==> src/logic/drpc_pkg.sv <==
// Purpose: Constants for the dual receiver port control register bank
// Assumes: 8-bit register port fed by the I2C target logic
// Notes: Offsets are the byte addresses the host puts on the port

package drpc_pkg;

  // ----------------------------------------------------------------
  // Register offsets
  // ----------------------------------------------------------------
  localparam logic [7:0] DRPC_OFS_DUAL_RX = 8'h34;
  localparam logic [7:0] DRPC_OFS_EQ_CTL = 8'h35;
  localparam logic [7:0] DRPC_OFS_STRAP = 8'h37;
  localparam logic [7:0] DRPC_OFS_DIVSEL = 8'h3a;
  localparam logic [7:0] DRPC_OFS_EQ_STAT = 8'h3b;
  localparam logic [7:0] DRPC_OFS_EQ_FLOOR = 8'h45;

  // ----------------------------------------------------------------
  // Reset values and writable-bit masks
  // ----------------------------------------------------------------
  localparam logic [7:0] DRPC_RST_DUAL_RX = 8'h01;
  localparam logic [7:0] DRPC_RST_EQ_CTL = 8'h00;
  localparam logic [7:0] DRPC_RST_DIVSEL = 8'h00;
  localparam logic [3:0] DRPC_RST_FLOOR = 4'h8;
  localparam logic [5:0] DRPC_RST_VCO_DIV = 6'h20;
  localparam logic [3:0] DRPC_RST_REF_DIV = 4'h1;
  localparam logic [7:0] DRPC_WM_DUAL_RX = 8'h7b;
  localparam logic [7:0] DRPC_WM_EQ_CTL = 8'h70;
  localparam logic [7:0] DRPC_WM_DIVSEL = 8'hf7;
  localparam logic [7:0] DRPC_WM_FLOOR = 8'h0f;

  // ----------------------------------------------------------------
  // Field positions
  // ----------------------------------------------------------------
  localparam int DRPC_B_LOCK_MODE = 6;
  localparam int DRPC_B_RAW_BC = 5;
  localparam int DRPC_B_INMODE_HI = 4;
  localparam int DRPC_B_INMODE_LO = 3;
  localparam int DRPC_B_SECOND_SEL = 1;
  localparam int DRPC_B_FIRST_SEL = 0;
  localparam int DRPC_B_EQ_RESTART = 6;
  localparam int DRPC_B_FLOOR_OVR = 5;
  localparam int DRPC_B_FLOOR_APPLY = 4;
  localparam int DRPC_B_VCO_OVR = 7;
  localparam int DRPC_B_VCO_HI = 6;
  localparam int DRPC_B_VCO_LO = 4;
  localparam int DRPC_B_REF_OVR = 2;
  localparam int DRPC_B_REF_HI = 1;
  localparam int DRPC_B_REF_LO = 0;

  // ----------------------------------------------------------------
  // Receive input selection codes
  // ----------------------------------------------------------------
  localparam logic [1:0] DRPC_IN_AUTO = 2'h0;
  localparam logic [1:0] DRPC_IN_DUAL = 2'h1;
  localparam logic [1:0] DRPC_IN_PRIMARY = 2'h2;
  localparam logic [1:0] DRPC_IN_SECONDARY = 2'h3;

  // ----------------------------------------------------------------
  // Timing
  // ----------------------------------------------------------------
  localparam int DRPC_CLK_PERIOD_NS = 100;
  localparam int DRPC_STRAP_SETTLE_NS = 1000;
  localparam int DRPC_STRAP_SETTLE_CYC =
    (DRPC_STRAP_SETTLE_NS + DRPC_CLK_PERIOD_NS - 1) / DRPC_CLK_PERIOD_NS;
  localparam logic [7:0] DRPC_STRAP_CNT_END =
    8'(DRPC_STRAP_SETTLE_CYC);

endpackage : drpc_pkg

==> src/logic/drpc_strap_decode.sv <==
// Purpose: Latch one strap pin decode after a settle time past reset
// Assumes: Level input already digitised to three bits, synchronous
// Notes: Result is frozen until the next reset

module drpc_strap_decode
  import drpc_pkg::*;
(
  // Clock and reset
  input wire logic mclk_i,
  input wire logic rst_i,
  // Strap level
  input wire logic [2:0] level_i,
  // Latched result
  output logic [2:0] code_o,
  output logic done_o
);

  logic [7:0] settle_q;

  // ----------------------------------------------------------------
  // Settle counter, started at reset release
  // ----------------------------------------------------------------
  always_ff @(posedge mclk_i or posedge rst_i)
  begin
    if (rst_i)
      settle_q <= 8'h00;
    else if (settle_q != DRPC_STRAP_CNT_END)
      settle_q <= settle_q + 8'h01;
  end

  // ----------------------------------------------------------------
  // Capture once; level taken by clock, never by the reset
  // ----------------------------------------------------------------
  always_ff @(posedge mclk_i or posedge rst_i)
  begin
    if (rst_i)
    begin
      code_o <= 3'h0;
      done_o <= 1'b0;
    end
    else if (!done_o && settle_q == DRPC_STRAP_CNT_END)
    begin
      code_o <= level_i;
      done_o <= 1'b1;
    end
  end

endmodule : drpc_strap_decode

==> src/logic/drpc_regs.sv <==
// Purpose: Dual receiver port control and status registers
// Assumes: Byte register port driven by the I2C target, one clock
// Notes: Equalizer control and floor have one copy per receive port

// Contract
// - Policy 0: lock shown only while active video, video-off flag low.
// - Policy 1: lock shown whenever linked, even control channel only.
// - Raw mode passes back-channel GPIO zero straight to remote side.
// - Input selection: 00 auto, 01 dual, 10 primary, 11 secondary.
// - Second-port select: writes hit second copy; reads return it.
// - Both selects set: reads return second port; host clears second select to read first.
// - First-port select resets to 1; writes and reads first copy.
// - Restart bit high restarts both ports; host writes high then low.
// - Floor apply acts only with override enable; uses level at 0x45.
// - Done flag per strap sets once decode is latched.
// - Strap one decode in bits 6-4, strap zero in bits 2-0.
// - Divider override 1 uses programmed VCO divide, else not overridden.
// - VCO divide codes: 32,16,8,4,2,2,1,1.
// - Reference override 0 lets PLL machine choose, 1 uses register.
// - Reference divide codes: 1,2,4,8.
// - Video-off flag is 1 when no active video yet link is up.
// - Floor level is four bits, resets to 8h, adaptation start point.
module drpc_regs
  import drpc_pkg::*;
(
  // Clock and reset
  input wire logic mclk_i,
  input wire logic rst_i,
  // Register port
  input wire logic [7:0] reg_addr_i,
  input wire logic reg_wr_i,
  input wire logic [7:0] reg_wdata_i,
  input wire logic reg_rd_i,
  output logic [7:0] reg_rdata_o,
  // Link status
  input wire logic linked_i,
  input wire logic video_off_i,
  input wire logic detected_dual_i,
  output logic rx_lock_o,
  // Back channel
  input wire logic backchannel_gpio_zero_i,
  input wire logic filtered_bc_i,
  output logic bc_out_o,
  // Receive input selection
  output logic dual_link_o,
  output logic use_primary_o,
  output logic use_secondary_o,
  // Equalizer
  input wire logic [5:0] eq_status_i,
  output logic eq_restart_o,
  output logic [1:0] floor_apply_o,
  output logic [3:0] floor_level0_o,
  output logic [3:0] floor_level1_o,
  // Straps
  input wire logic [2:0] strap_zero_level_i,
  input wire logic [2:0] strap_one_level_i,
  // Audio clock PLL
  input wire logic [5:0] pll_auto_vco_div_i,
  input wire logic [3:0] pll_auto_ref_div_i,
  output logic [5:0] vco_div_o,
  output logic [3:0] ref_div_o
);

  // ----------------------------------------------------------------
  // Decode functions
  // ----------------------------------------------------------------
  function automatic logic [5:0] vco_ratio(input logic [2:0] code);
    logic [5:0] r;
    r = 6'h01;
    case (code)
      3'h0: r = 6'h20;
      3'h1: r = 6'h10;
      3'h2: r = 6'h08;
      3'h3: r = 6'h04;
      3'h4, 3'h5: r = 6'h02;
      default: r = 6'h01;
    endcase
    return r;
  endfunction : vco_ratio

  function automatic logic [3:0] ref_ratio(input logic [1:0] code);
    return 4'(4'h1 << code);
  endfunction : ref_ratio

  // Masked merge so reserved bits never change
  function automatic logic [7:0] merge(input logic [7:0] old,
    input logic [7:0] wd, input logic [7:0] wm);
    return (old & ~wm) | (wd & wm);
  endfunction : merge

  // ----------------------------------------------------------------
  // Storage
  // ----------------------------------------------------------------
  logic [7:0] dual_rx_q;
  logic [7:0] divsel_q;
  logic [7:0] eq_ctl_q [2];
  logic [7:0] floor_q [2];
  logic [7:0] rdata_d;
  logic [2:0] strap0_code;
  logic [2:0] strap1_code;
  logic strap0_done;
  logic strap1_done;
  logic first_sel;
  logic second_sel;
  logic rd_second;
  logic [1:0] in_mode;

  assign first_sel = dual_rx_q[DRPC_B_FIRST_SEL];
  assign second_sel = dual_rx_q[DRPC_B_SECOND_SEL];
  assign in_mode = dual_rx_q[DRPC_B_INMODE_HI:DRPC_B_INMODE_LO];
  // Second port wins a read when both are selected
  assign rd_second = second_sel;

  // ----------------------------------------------------------------
  // Shared registers
  // ----------------------------------------------------------------
  // first select reset
  always_ff @(posedge mclk_i or posedge rst_i)
  begin
    if (rst_i)
    begin
      dual_rx_q <= DRPC_RST_DUAL_RX;
      divsel_q <= DRPC_RST_DIVSEL;
    end
    else if (reg_wr_i && reg_addr_i == DRPC_OFS_DUAL_RX)
      dual_rx_q <= merge(dual_rx_q, reg_wdata_i, DRPC_WM_DUAL_RX);
    else if (reg_wr_i && reg_addr_i == DRPC_OFS_DIVSEL)
      divsel_q <= merge(divsel_q, reg_wdata_i, DRPC_WM_DIVSEL);
  end

  // ----------------------------------------------------------------
  // Per-port copies; a write lands in every selected copy
  // ----------------------------------------------------------------
  always_ff @(posedge mclk_i or posedge rst_i)
  begin
    if (rst_i)
    begin
      eq_ctl_q[0] <= DRPC_RST_EQ_CTL;
      eq_ctl_q[1] <= DRPC_RST_EQ_CTL;
      floor_q[0] <= {4'h0, DRPC_RST_FLOOR};
      floor_q[1] <= {4'h0, DRPC_RST_FLOOR};
    end
    else if (reg_wr_i)
    begin
      if (first_sel && reg_addr_i == DRPC_OFS_EQ_CTL)
        eq_ctl_q[0] <= merge(eq_ctl_q[0], reg_wdata_i, DRPC_WM_EQ_CTL);
      if (first_sel && reg_addr_i == DRPC_OFS_EQ_FLOOR)
        floor_q[0] <= merge(floor_q[0], reg_wdata_i, DRPC_WM_FLOOR);
      if (second_sel && reg_addr_i == DRPC_OFS_EQ_CTL)
        eq_ctl_q[1] <= merge(eq_ctl_q[1], reg_wdata_i, DRPC_WM_EQ_CTL);
      if (second_sel && reg_addr_i == DRPC_OFS_EQ_FLOOR)
        floor_q[1] <= merge(floor_q[1], reg_wdata_i, DRPC_WM_FLOOR);
    end
  end

  // ----------------------------------------------------------------
  // Strap decoders
  // ----------------------------------------------------------------
  drpc_strap_decode u_strap0 (
    .mclk_i(mclk_i),
    .rst_i(rst_i),
    .level_i(strap_zero_level_i),
    .code_o(strap0_code),
    .done_o(strap0_done)
  );

  drpc_strap_decode u_strap1 (
    .mclk_i(mclk_i),
    .rst_i(rst_i),
    .level_i(strap_one_level_i),
    .code_o(strap1_code),
    .done_o(strap1_done)
  );

  // ----------------------------------------------------------------
  // Read mux; unmapped offsets read zero
  // ----------------------------------------------------------------
  always_comb
  begin
    rdata_d = 8'h00;
    if (reg_addr_i == DRPC_OFS_DUAL_RX)
      rdata_d = dual_rx_q;
    else if (reg_addr_i == DRPC_OFS_EQ_CTL)
      rdata_d = rd_second ? eq_ctl_q[1] : eq_ctl_q[0];
    else if (reg_addr_i == DRPC_OFS_STRAP)
      rdata_d = {strap1_done, strap1_code, strap0_done, strap0_code};
    else if (reg_addr_i == DRPC_OFS_DIVSEL)
      rdata_d = divsel_q;
    else if (reg_addr_i == DRPC_OFS_EQ_STAT)
      rdata_d = {2'h0, eq_status_i};
    else if (reg_addr_i == DRPC_OFS_EQ_FLOOR)
      rdata_d = rd_second ? floor_q[1] : floor_q[0];
  end

  // Read data held until the next read
  always_ff @(posedge mclk_i or posedge rst_i)
  begin
    if (rst_i)
      reg_rdata_o <= 8'h00;
    else if (reg_rd_i)
      reg_rdata_o <= rdata_d;
  end

  // ----------------------------------------------------------------
  // Link lock and back channel
  // ----------------------------------------------------------------
  always_ff @(posedge mclk_i or posedge rst_i)
  begin
    if (rst_i)
    begin
      rx_lock_o <= 1'b0;
      bc_out_o <= 1'b0;
    end
    else
    begin
      rx_lock_o <= linked_i &&
        (dual_rx_q[DRPC_B_LOCK_MODE] || !video_off_i);
      bc_out_o <= dual_rx_q[DRPC_B_RAW_BC] ? backchannel_gpio_zero_i
                                            : filtered_bc_i;
    end
  end

  // ----------------------------------------------------------------
  // Receive input mode
  // ----------------------------------------------------------------
  always_ff @(posedge mclk_i or posedge rst_i)
  begin
    if (rst_i)
    begin
      dual_link_o <= 1'b0;
      use_primary_o <= 1'b0;
      use_secondary_o <= 1'b0;
    end
    else
    begin
      case (in_mode)
        DRPC_IN_DUAL:
        begin
          dual_link_o <= 1'b1;
          use_primary_o <= 1'b1;
          use_secondary_o <= 1'b1;
        end
        DRPC_IN_PRIMARY:
        begin
          dual_link_o <= 1'b0;
          use_primary_o <= 1'b1;
          use_secondary_o <= 1'b0;
        end
        DRPC_IN_SECONDARY:
        begin
          dual_link_o <= 1'b0;
          use_primary_o <= 1'b0;
          use_secondary_o <= 1'b1;
        end
        default:
        begin
          // Auto: follow what the incoming data says
          dual_link_o <= detected_dual_i;
          use_primary_o <= 1'b1;
          use_secondary_o <= detected_dual_i;
        end
      endcase
    end
  end

  // ----------------------------------------------------------------
  // Equalizer controls
  // ----------------------------------------------------------------
  always_ff @(posedge mclk_i or posedge rst_i)
  begin
    if (rst_i)
    begin
      eq_restart_o <= 1'b0;
      floor_apply_o <= 2'h0;
      floor_level0_o <= DRPC_RST_FLOOR;
      floor_level1_o <= DRPC_RST_FLOOR;
    end
    else
    begin
      eq_restart_o <= eq_ctl_q[0][DRPC_B_EQ_RESTART] ||
                      eq_ctl_q[1][DRPC_B_EQ_RESTART];
      floor_apply_o[0] <= eq_ctl_q[0][DRPC_B_FLOOR_OVR] &&
                          eq_ctl_q[0][DRPC_B_FLOOR_APPLY];
      floor_apply_o[1] <= eq_ctl_q[1][DRPC_B_FLOOR_OVR] &&
                          eq_ctl_q[1][DRPC_B_FLOOR_APPLY];
      floor_level0_o <= floor_q[0][3:0];
      floor_level1_o <= floor_q[1][3:0];
    end
  end

  // ----------------------------------------------------------------
  // Audio clock PLL dividers
  // ----------------------------------------------------------------
  always_ff @(posedge mclk_i or posedge rst_i)
  begin
    if (rst_i)
    begin
      vco_div_o <= DRPC_RST_VCO_DIV;
      ref_div_o <= DRPC_RST_REF_DIV;
    end
    else
    begin
      vco_div_o <= divsel_q[DRPC_B_VCO_OVR]
        ? vco_ratio(divsel_q[DRPC_B_VCO_HI:DRPC_B_VCO_LO])
        : pll_auto_vco_div_i;
      ref_div_o <= divsel_q[DRPC_B_REF_OVR]
        ? ref_ratio(divsel_q[DRPC_B_REF_HI:DRPC_B_REF_LO])
        : pll_auto_ref_div_i;
    end
  end
endmodule : drpc_regs

==> config.mk <==
export PLATFORM = sky130hd
export DESIGN_NAME = drpc_regs
export DESIGN_NICKNAME = d
export VERILOG_FILES = /design/src/logic/drpc_pkg.sv /design/src/logic/drpc_strap_decode.sv /design/src/logic/drpc_regs.sv
export SDC_FILE = /design/constraint.sdc
export NUM_CORES = 1
export LEC_CHECK = 0
export BUFFER_PORTS_ARGS = -buffer_cell sky130_fd_sc_hd__buf_2
export CORE_ASPECT_RATIO = 1.25
export CORE_UTILIZATION = 45
export CTS_CLUSTER_DIAMETER = 40
export DETAILED_ROUTE_END_ITERATION = 12
export PLACE_DENSITY = 0.74
export SYNTH_ARGS = -nofsm -noshare
export SYNTH_HDL_FRONTEND = slang
export SYNTH_SLANG_ARGS = --single-unit
==> constraint.sdc <==
create_clock -name mclk_i -period 3.4 [get_ports mclk_i]
set_input_delay 0.17 -clock mclk_i [delete_from_list [all_inputs] [get_ports mclk_i]]
set_output_delay 0.17 -clock mclk_i [all_outputs]
set_load 0.01 [all_outputs]
# == Word level (Yosys, flattened, before mapping) ==
# Cells that the tools add are included.
# totals
regBits,106
input_bits,47
out_inout_bits,34
word_cells,92
# op_classes
addsub,2
eq_ne,18
shift,1
n_mux,15
n_bitwise,7
reduce_logical,25
# ops
op,count
8-bit 2-to-1 mux,8
8-bit by 6-bit == test with 1-bit output (second input constant),5
6-bit one-hot mux with 5 select lines,1
8-bit by 7-bit OR with 8-bit output,3
8-bit by 1-bit adder with 8-bit output (second input constant),2
8-bit by 4-bit == test with 1-bit output (second input constant),2
8-bit by 4-bit != test with 1-bit output (second input constant),2
8-bit by 4-bit OR with 8-bit output,2
1-bit logical AND,11
2-bit AND reduction,5
8-bit by 7-bit == test with 1-bit output (second input constant),1
4-bit by 8-bit OR with 8-bit output,1
3-bit by 2-bit == test with 1-bit output (second input constant),2
3-bit == test (second input constant),2
6-bit 2-to-1 mux,1
2-bit OR reduction,3
2-bit == test (second input constant),2
4-bit 2-to-1 mux,1
1-bit one-hot mux with 2 select lines,2
1-bit by 2-bit << shifter with 4-bit output (first input constant),1
3-bit by 1-bit == test with 1-bit output (second input constant),1
1-bit zero test,3
3-bit zero test,1
2-bit by 1-bit == test with 1-bit output (second input constant),1
3 further kinds,5

# == Logic depth before layout (Yosys ltp) ==
# Gate-level depths: netlist of run 1.
# depth
depth_word,7
ltp_mapped,6
ltp_nobuf,6

# == By module ==
# A second synthesis of run 1 with hierarchy kept.
# hier_totals
hier_cells,320
area_unflattened_um2,3877.5
# modules_own_cells
mod,n_inst,cells_each,area_per_inst_um2,seq_area_each_um2
drpc_regs,1,238,2791.4,1535.2
drpc_strap_decode,2,41,543.0,300.3

# == Least setup slack after synthesis of run 1 ==
# Ideal clock, no wire load.
# synth_timing
path_kind,flip-flop to flip-flop
startpoint,register u_strap1.settle_q[0]
endpoint,register u_strap1.code_o[0]
setup_ns,0.125
t_arrival_ns,1.600
t_required_ns,3.275
slack_ns,1.675
path_stages_with_launch,7
n_path_buf,0
synth_period_minus_slack_ns,1.725
cell_sequence,dfrtp_1 inv_1 ha_1 nor4b_1 nand2_1 nor2_1 mux2_2
# synth_between
elab_chain_len,2
# synth_lines
item,line_no,source
"start, declared",drpc_strap_decode.sv:18,logic [7:0] settle_q;
"start signal, assigned",drpc_strap_decode.sv:28,settle_q <= settle_q + 8'h01;
8-bit by 4-bit == test with 1-bit output,drpc_strap_decode.sv:41,else if (!done_o && settle_q == DRPC_STRAP_CNT_END)
1-bit logical AND,drpc_strap_decode.sv:41,
"end signal, assigned",drpc_strap_decode.sv:43,code_o <= level_i;
"end, declared",drpc_strap_decode.sv:14,"output logic [2:0] code_o,"
# Every way passes these cells.
# A chain may end at the register's enable or synchronous reset.

# == Worst setup path after layout of run 1 ==
# layout_timing
startpoint,register u_strap0.settle_q[0]
endpoint,register u_strap0.code_o[0]
# layout_between
elab_chain_len,2
# layout_lines
item,line_no
"start, declared",drpc_strap_decode.sv:18
"start signal, assigned",drpc_strap_decode.sv:28
8-bit by 4-bit == test with 1-bit output,drpc_strap_decode.sv:41
1-bit logical AND,drpc_strap_decode.sv:41
"end signal, assigned",drpc_strap_decode.sv:43
"end, declared",drpc_strap_decode.sv:14
# Every way passes these cells.

==> load_flow_metrics.sql, run 1 <==
INSERT INTO impl_metrics (metric_group, metric, value, unit) VALUES
('logic_synthesis', 'fraction_of_the_yosys_area_taken_by_sequential_cells', '57.4', '%'),
('logic_synthesis', 'ys_seq_elements', '85', ''),
('die', 'vert_die_dim', '104', 'µm'),
('timing', 'report.final.hold_viol_count', '0', ''),
('cts', 'cts_setup_buffers', '0', ''),
('logic_synthesis', 'async_flop_share', '100', '%'),
('drt', 'initialDrtViolationCount', '111', ''),
('cts', 'cts_tree', 'yes', ''),
('die', 'io_pins', '81', ''),
('grt', 'gr-total-overflow', '0', ''),
('grt', 'globalRouteTotalUtil', '20.0', '%'),
('grt', 'pin_count_of_the_biggest_net_entering_global_routing', '46', ''),
('die', 'coreArea', '0.00788', 'mm²'),
('drt', 'totalWireLength', '7930', 'µm'),
('timing', 'share_of_the_clock_period_used_by_the_worst_path', '57.3', '%'),
('drt', 'drt-pass1-iter-count', '4', ''),
('worst_setup_path', 'critPathLaunchType', 'flip-flop', ''),
('timing', 'max_clock_freq', '513', 'MHz'),
('cts', 'cts-htree-levels', '3', ''),
('worst_setup_path', 'slowest_delay', '0.41', 'ns'),
('timing', 'worst_clock_skew', '0.00913', 'ns'),
('drt', 'vias_per_cell', '5.28', ''),
('placement', 'finalWeightedCongestion', '0.779', ''),
('die', 'initial_core_util', '47.2', '%'),
('timing', 'setup_tns', '0', 'ns'),
('logic_synthesis', 'synth_cell_type_count', '47', ''),
('logic_synthesis', 'syn_nets', '363', ''),
('pwr', 'leakagePower', '2.18', 'nW'),
('pwr', 'post-layout-total-power', '0.00203', 'W'),
('placement', 'place.detailed.hpwl', '5920', 'µm'),
('grt', 'via_count_of_the_first_global_routing_pass', '2758', ''),
('timing', 'max_slew.worst_pin.slew', '0.671', 'ns'),
('timing', 'timing.max_slew.rel_slack', '55.2', '%'),
('worst_setup_path', 'worstPathCellList', 'inv_1, ha_1, nor4b_1, nand2_1, nor2_1, mux2_2', ''),
('worst_setup_path', 'worst_ep_required_time', '3.65', 'ns'),
('pwr', 'peakVddDrop', '0.260', 'mV'),
('cts', 'maximum_root_to_sink_buffer_count', '2', ''),
('finish', 'final_layout_size_suffix_gt1_share', '36.6', '%'),
('cts', 'tritoncts.num_buffers', '9', ''),
('finish', 'num-fill-cells', '653', ''),
('cts', 'ctsRootBufferMaster', 'clkbuf_8', ''),
('worst_setup_path', 'cp_max_fo', '5', ''),
('cts', 'tritoncts_num_sinks', '85', ''),
('placement', 'port-buffer-count', '80', ''),
('worst_setup_path', 'critical_path_startpoint', 'u_strap0.settle_q[0]$_DFFE_PP0P_', ''),
('logic_synthesis', 'synth.avg_cell_area', '11.9', 'µm²'),
('logic_synthesis', 'synth_cells', '312', ''),
('finish', 'syn_to_final_growth', '20.5', '%'),
('die', 'die_w', '83.3', 'µm'),
('timing', 'finalMaxSlewViolations', '0', ''),
('finish', 'final_cell_mix', 'buf_2 (80), dfrtp_1 (78), mux2_2 (32)', ''),
('worst_setup_path', 'cpMaxStageDelayCell', 'dfrtp_1', ''),
('logic_synthesis', 'yosysWarnings', '0', ''),
('worst_setup_path', 'cp-end-kind', 'flip-flop', ''),
('drt', 'drtAntennaViolNets', '0', ''),
('grt', 'antenna_found_initial', '0', ''),
('worst_setup_path', 'critical_path_class', 'flip-flop to flip-flop', ''),
('timing', 'setup_viol', '0', ''),
('cts', 'clkSlewWorstSetupHoldPaths', '0.08', 'ns'),
('drt', 'route.detailed.wl_per_inst', '15.9', 'µm'),
('status', 'run_status', 'finished, final reports clean', ''),
('timing', 'min_period', '1.95', 'ns'),
('finish', 'antenna_cells_inserted', '0', ''),
('pwr', 'pwr_density_cell', '453', 'mW/mm²'),
('drt', 'vias', '2636', ''),
('die', 'die_area', '0.00863', 'mm²'),
('die', 'number_of_rows_created_at_floorplan', '36', ''),
('worst_setup_path', 'r2r-start', 'u_strap0.settle_q[0]$_DFFE_PP0P_', ''),
('hold_path', 'hp-start', 'detected_dual_i', ''),
('hold_path', 'min-delay-path-class', 'input pin to flip-flop', ''),
('grt', 'grt_pass1_wl', '13300', 'µm'),
('logic_synthesis', 'synth_edf_count', '0', ''),
('finish', 'mostFrequentLayoutCell', 'buf_2', ''),
('cts', 'insertion_delay_of_the_later_clocked_pin_in_the_worst_skew_pair', '0.36', 'ns'),
('worst_setup_path', 'worstPathArrival', '2.20', 'ns'),
('drt', 'drc_errors', '0', ''),
('logic_synthesis', 'postSynth.topFlopCell', 'dfrtp_1', ''),
('job', 'max-cap-violations', '0', ''),
('logic_synthesis', 'post_synth_instance_area', '0.00372', 'mm²'),
('timing', 'rsz0062_at_grt', 'no', ''),
('finish', 'layout.nets', '450', '');
## report_power, final
part,total [W],internal (W),switching (W)
combinational,0.000141,0.0000614,0.0000792
sequential,0.00106,0.00104,0.0000205
clock,0.000834,0.000493,0.000342
total,0.00203,0.00159,0.000441
## flip-flops by register name (all words and copies together) (netlist names), 2 cells and up
register,cells
reg_rdata_o,8
eq_ctl_q,6
divsel_q,7
floor_apply_o,2
floor_level1_o,4
dual_rx_q,6
vco_div_o,6
floor_level0_o,4
ref_div_o,4
u_strap1.code_o,3
u_strap1.settle_q,8
u_strap0.code_o,3
floor_q,8
u_strap0.settle_q,8
## repair_timing
action,CTS,global route
hold buffers,2,0
resized for setup,0,0
hold endpoints to repair,35,0
## final timing paths
check	slack [ns]	cells after the start	endpoint
worst max register to register	1.45	6	u_strap0.code_o[0]$_DFFE_PP0P_
worst max-delay path	1.45	6	u_strap0.code_o[0]$_DFFE_PP0P_
max in group asynchronous	1.94	4	vco_div_o[5]$_DFF_PP1_
worst min-delay path	0.03	2	use_secondary_o$_DFF_PP0_
worst min register to register	0.38	0	floor_level0_o[3]$_DFF_PP1_
min in group asynchronous	0.44	3	ref_div_o[2]$_DFF_PP0_
## layer usage
| layer | vias to the layer above | wire [µm] | global-route usage (%) | share of wire, % |
|---|---|---|---|---|
| li1 | 1262 | - | - | - |
| met5 | - | 0 | 0 | 0 |
| met4 | 0 | 145 | 7.64 | 1.8 |
| met2 | 73 | 4030 | 32.8 | 51 |
| met1 | 1291 | 3370 | 25.2 | 42 |
| met3 | 10 | 389 | 5.42 | 4.9 |
## Yosys cell counts, types with 2 or more instances
master / instances / area [µm²]
xnor2_1: 12 / 105
a22oi_1: 3 / 22.5
and3_1: 4 / 25.0
nor3b_1: 3 / 22.5
buf_2: 3 / 15.0
ha_1: 4 / 50.1
xor2_1: 2 / 17.5
mux2i_1: 4 / 40.0
nand3b_1: 4 / 30.0
mux2_2: 32 / 360
or2_2: 3 / 18.8
clkbuf_1: 4 / 15.0
a221oi_1: 3 / 26.3
nor2_1: 16 / 60.1
dfstp_2: 7 / 184
nand2b_1: 8 / 50.1
nor4b_1: 3 / 26.3
and2_1: 5 / 31.3
and3b_1: 3 / 26.3
o22ai_1: 4 / 25.0
a31oi_1: 3 / 18.8
nand3_1: 10 / 50.1
inv_1: 20 / 75.1
o32ai_1: 3 / 26.3
nand2_1: 21 / 78.8
a21oi_1: 9 / 45.0
o21ai_0: 13 / 65.1
dfrtp_1: 78 / 1950
o221ai_1: 2 / 17.5
mux2_1: 6 / 67.6
nor2_2: 2 / 12.5
nor2b_1: 3 / 18.8
## worst max-delay path: cells and delay by family, from the launching register on
family	cells	cell delay, ns
simple gates	3	0.79
flops	1	0.41
mux	1	0.37
fa+ha+maj	1	0.16
buf+inv	1	0.11
## area by class of cell
class	instances	area (µm²)	share of cell area [%]
clock inverters	3	65.1	1.45
flip-flops and latches	85	2140	47.7
repair buffers	83	428	9.55
multi-input cells	200	1480	33.0
inverters	20	76.3	1.70
well taps	95	119	2.65
clock buffers	13	179	3.99
## per-stage QoR
stage | utilization (%) | instance area (µm²) | hold slack (ns) | setup WS (ns) | std cells
after floorplan | - | 3720 | 0.274 | 1.05 | 312
after global placement | 53.5 | 4220 | 0.277 | 1.61 | 481
after detailed placement | 53.5 | 4220 | 0.284 | 1.44 | 481
after CTS | 56.8 | 4480 | 0.0212 | 1.44 | 499
after global routing | 56.8 | 4480 | 0.0226 | 1.30 | 499
final | 56.8 | 4480 | 0.0340 | 1.45 | 499
## cells by family after synthesis
| logic type | Yosys count | share of synthesized area (%) |
|---|---|---|
| buffers and inverters | 27 | 2.83 |
| XOR/XNOR | 14 | 3.30 |
| AO/OA/AOI/OAI | 48 | 8.45 |
| multiplexers | 42 | 12.6 |
| flip-flops | 85 | 57.4 |
| adder cells (fa/ha/maj) | 4 | 1.35 |
| AND/OR/NAND/NOR | 92 | 14.1 |
(Power assumes the default switching activity.)
==> run 2, diff against run 1 <==
ABC_AREA = 1   (was default)
clock period = 2 ns   (was 3.4 ns; I/O delays follow)
==> load_flow_metrics.sql, run 2 <==
INSERT INTO impl_metrics (metric_group, metric, value, unit) VALUES
('placement', 'port-buffer-count', '80', ''),
('logic_synthesis', 'post_synth_main_area_contributors', 'dfrtp_1 (53%), nand2_1 (11%), o21ai_0 (7.3%)', ''),
('timing', 'worst_clock_skew', '0.0103', 'ns'),
('drt', 'initialDrtViolationCount', '143', ''),
('grt', 'via_count_of_the_first_global_routing_pass', '3048', ''),
('logic_synthesis', 'synth_edf_count', '0', ''),
('grt', 'gr-total-overflow', '0', ''),
('timing', 'max_clock_freq', '618', 'MHz'),
('cts', 'ctsRootBufferMaster', 'clkbuf_8', ''),
('finish', 'syn_to_final_growth', '26.8', '%'),
('finish', 'antenna_cells_inserted', '0', ''),
('worst_setup_path', 'cp-end-kind', 'flip-flop', ''),
('logic_synthesis', 'post_synth_instance_area', '0.00372', 'mm²'),
('grt', 'antenna_found_initial', '0', ''),
('placement', 'place.detailed.hpwl', '6320', 'µm'),
('drt', 'route.detailed.wl_per_inst', '13.4', 'µm'),
('cts', 'cts-htree-levels', '3', ''),
('finish', 'finish.cell_count_without_fillers', '626', ''),
('logic_synthesis', 'postSynth.topFlopCell', 'dfrtp_1', ''),
('drt', 'drt-pass1-iter-count', '4', ''),
('logic_synthesis', 'yosysWarnings', '0', ''),
('worst_setup_path', 'critical_path_startpoint', 'u_strap1.settle_q[0]$_DFFE_PP0P_', ''),
('die', 'number_of_rows_created_at_floorplan', '36', ''),
('finish', 'layout.cell_area.non_filler', '0.00471', 'mm²'),
('timing', 'min_period', '1.62', 'ns'),
('finish', 'final_cell_mix', 'nand2_1 (113), buf_2 (80), dfrtp_1 (78)', ''),
('placement', 'placement_cell_area', '0.00425', 'mm²'),
('worst_setup_path', 'rrSetupSlack', '0.38', 'ns'),
('worst_setup_path', 'critPathLaunchType', 'flip-flop', ''),
('logic_synthesis', 'syn_nets', '460', ''),
('timing', 'share_of_the_clock_period_used_by_the_worst_path', '81.0', '%'),
('logic_synthesis', 'synth_cells', '409', ''),
('pwr', 'pwr_density_cell', '730', 'mW/mm²'),
('worst_setup_path', 'worst_ep_required_time', '2.24', 'ns'),
('die', 'vert_die_dim', '104', 'µm'),
('logic_synthesis', 'synth.avg_cell_area', '9.09', 'µm²'),
('placement', 'finalWeightedCongestion', '0.817', ''),
('placement', 'dpl_worst_slack', '0.412', 'ns'),
('worst_setup_path', 'worstPathArrival', '1.86', 'ns'),
('timing', 'setup_viol', '0', ''),
('grt', 'pin_count_of_the_biggest_net_entering_global_routing', '37', ''),
('grt', 'globalRouteTotalUtil', '21.1', '%'),
('drt', 'drtAntennaViolNets', '0', ''),
('worst_setup_path', 'r2r-start', 'u_strap1.settle_q[0]$_DFFE_PP0P_', ''),
('worst_setup_path', 'cp_max_fo', '8', ''),
('drt', 'vias_per_cell', '4.92', ''),
('timing', 'setup_tns', '0', 'ns'),
('cts', 'maximum_root_to_sink_buffer_count', '2', ''),
('die', 'io_pins', '81', ''),
('cts', 'post_cts_gate_resize_count', '0', ''),
('timing', 'report.final.hold_viol_count', '0', ''),
('timing', 'finalMaxSlewViolations', '0', ''),
('logic_synthesis', 'synthDominantAreaCellType', 'dfrtp_1', ''),
('logic_synthesis', 'synthTopCellsByCount', 'nand2_1 (113), dfrtp_1 (78), o21ai_0 (54), inv_1 (46), nand3_1 (28)', ''),
('cts', 'cts_setup_buffers', '0', ''),
('pwr', 'peakVddDrop', '0.446', 'mV'),
('logic_synthesis', 'fraction_of_the_yosys_area_taken_by_sequential_cells', '57.5', '%'),
('cts', 'clkSlewWorstSetupHoldPaths', '0.08', 'ns'),
('cts', 'tritoncts.num_buffers', '9', ''),
('timing', 'max_slew.worst_pin.slew', '0.576', 'ns'),
('finish', 'num-fill-cells', '699', ''),
('job', 'max-cap-violations', '0', ''),
('status', 'run_status', 'finished, final reports clean', ''),
('cts', 'cts_tree', 'yes', ''),
('finish', 'layout.nets', '577', ''),
('pwr', 'post-layout-total-power', '0.00344', 'W'),
('worst_setup_path', 'critical_path_class', 'flip-flop to flip-flop', ''),
('logic_synthesis', 'ys_seq_elements', '85', ''),
('pwr', 'leakagePower', '2.43', 'nW'),
('drt', 'totalWireLength', '8400', 'µm'),
('logic_synthesis', 'async_flop_share', '100', '%'),
('die', 'die_area', '0.00863', 'mm²'),
('logic_synthesis', 'most_numerous_cell_in_the_yosys_netlist', 'nand2_1', ''),
('die', 'die_w', '83.3', 'µm'),
('cts', 'insertion_delay_of_the_later_clocked_pin_in_the_worst_skew_pair', '0.36', 'ns'),
('drt', 'drc_errors', '0', ''),
('hold_path', 'hp-start', 'strap_one_level_i[2]', ''),
('grt', 'grt_pass1_wl', '14200', 'µm'),
('timing', 'worst_slack', '0.381', 'ns'),
('logic_synthesis', 'synth_cell_type_count', '29', ''),
('timing', 'rsz0062_at_grt', 'no', ''),
('hold_path', 'min-delay-path-class', 'input pin to flip-flop', ''),
('drt', 'vias', '3081', ''),
('die', 'coreArea', '0.00788', 'mm²'),
('logic_synthesis', 'synthDominantCellAreaShare', '52.5', '%'),
('finish', 'final_layout_size_suffix_gt1_share', '22.6', '%'),
('cts', 'tritoncts_num_sinks', '85', ''),
('finish', 'mostFrequentLayoutCell', 'nand2_1', ''),
('placement', 'cell_total_after_placement', '583', ''),
('die', 'initial_core_util', '47.2', '%'),
('timing', 'timing.max_slew.rel_slack', '61.6', '%');
run 2: metrics by stage:
| step | utilization [%] | hold slack (ns) |
|---|---|---|
| after floorplan | - | 0.194 |
| after global placement | 53.9 | 0.187 |
| after detailed placement | 53.9 | 0.193 |
| after CTS | 59.8 | 0.000582 |
| after global routing | 59.8 | 0.0282 |
| final | 59.8 | 0.0220 |
run 2: worst max-delay path, cell delays in order (launching register included):
cell	delay (ns)
dfrtp_1	0.41
inv_1	0.10
ha_1	0.15
nand4_1	0.14
nor4_4	0.36
nand2_1	0.19
nand2_1	0.11
nand2_1	0.06
run 2: timing repair:
item / CTS / global route
endpoints found under the setup margin: 0 / 0
hold endpoints to repair: 50 / 0
hold buffers: 27 / 0
run 2: final timing paths:
kind,to,cells past startpoint
min in group asynchronous,ref_div_o[2]$_DFF_PP0_,3
setup / recovery,u_strap1.code_o[2]$_DFFE_PP0P_,7
hold / removal,u_strap1.code_o[2]$_DFFE_PP0P_,3
hold reg to reg,floor_level0_o[3]$_DFF_PP1_,0
max in group asynchronous,floor_q[3]$_DFFE_PP1P_,4
setup reg to reg,u_strap1.code_o[2]$_DFFE_PP0P_,7
run 2: metal layers:
layer | GRT usage [%] | vias to the layer above | part of all wire (%)
met4 | 9.11 | 0 | 2.0
li1 | - | 1541 | -
met3 | 5.34 | 12 | 4.6
met1 | 25.4 | 1451 | 42
met2 | 35.7 | 77 | 51
met5 | 0 | - | 0
run 2: cell type report:
| type | instances | area [µm²] | area share [%] |
|---|---|---|---|
| repair buffers | 111 | 713 | 15.1 |
| clock buffers | 15 | 166 | 3.53 |
| clock inverters | 1 | 30.0 | 0.637 |
| well taps | 95 | 119 | 2.52 |
| inverters | 46 | 176 | 3.74 |
| flip-flops and latches | 85 | 2140 | 45.3 |
| multi-input cells | 273 | 1370 | 29.1 |
run 2: power breakdown:
part | switching (W) | total (W) | internal (W)
registers | 0.0000500 | 0.00186 | 0.00181
logic | 0.000209 | 0.000360 | 0.000151
clock network | 0.000567 | 0.00122 | 0.000649
run 2: cells by family (layout without fill, tap and decap cells):
kind of cell,Yosys count,in the layout,synth area share (%)
AND/OR/NAND/NOR,191,191,23.2
multiplexers,1,1,0.303
adder cells (fa/ha/maj),4,4,1.35
AO/OA/AOI/OAI,64,64,9.02
XOR/XNOR,13,13,3.06
buffers and inverters,51,173,5.62
flip-flops,85,85,57.5
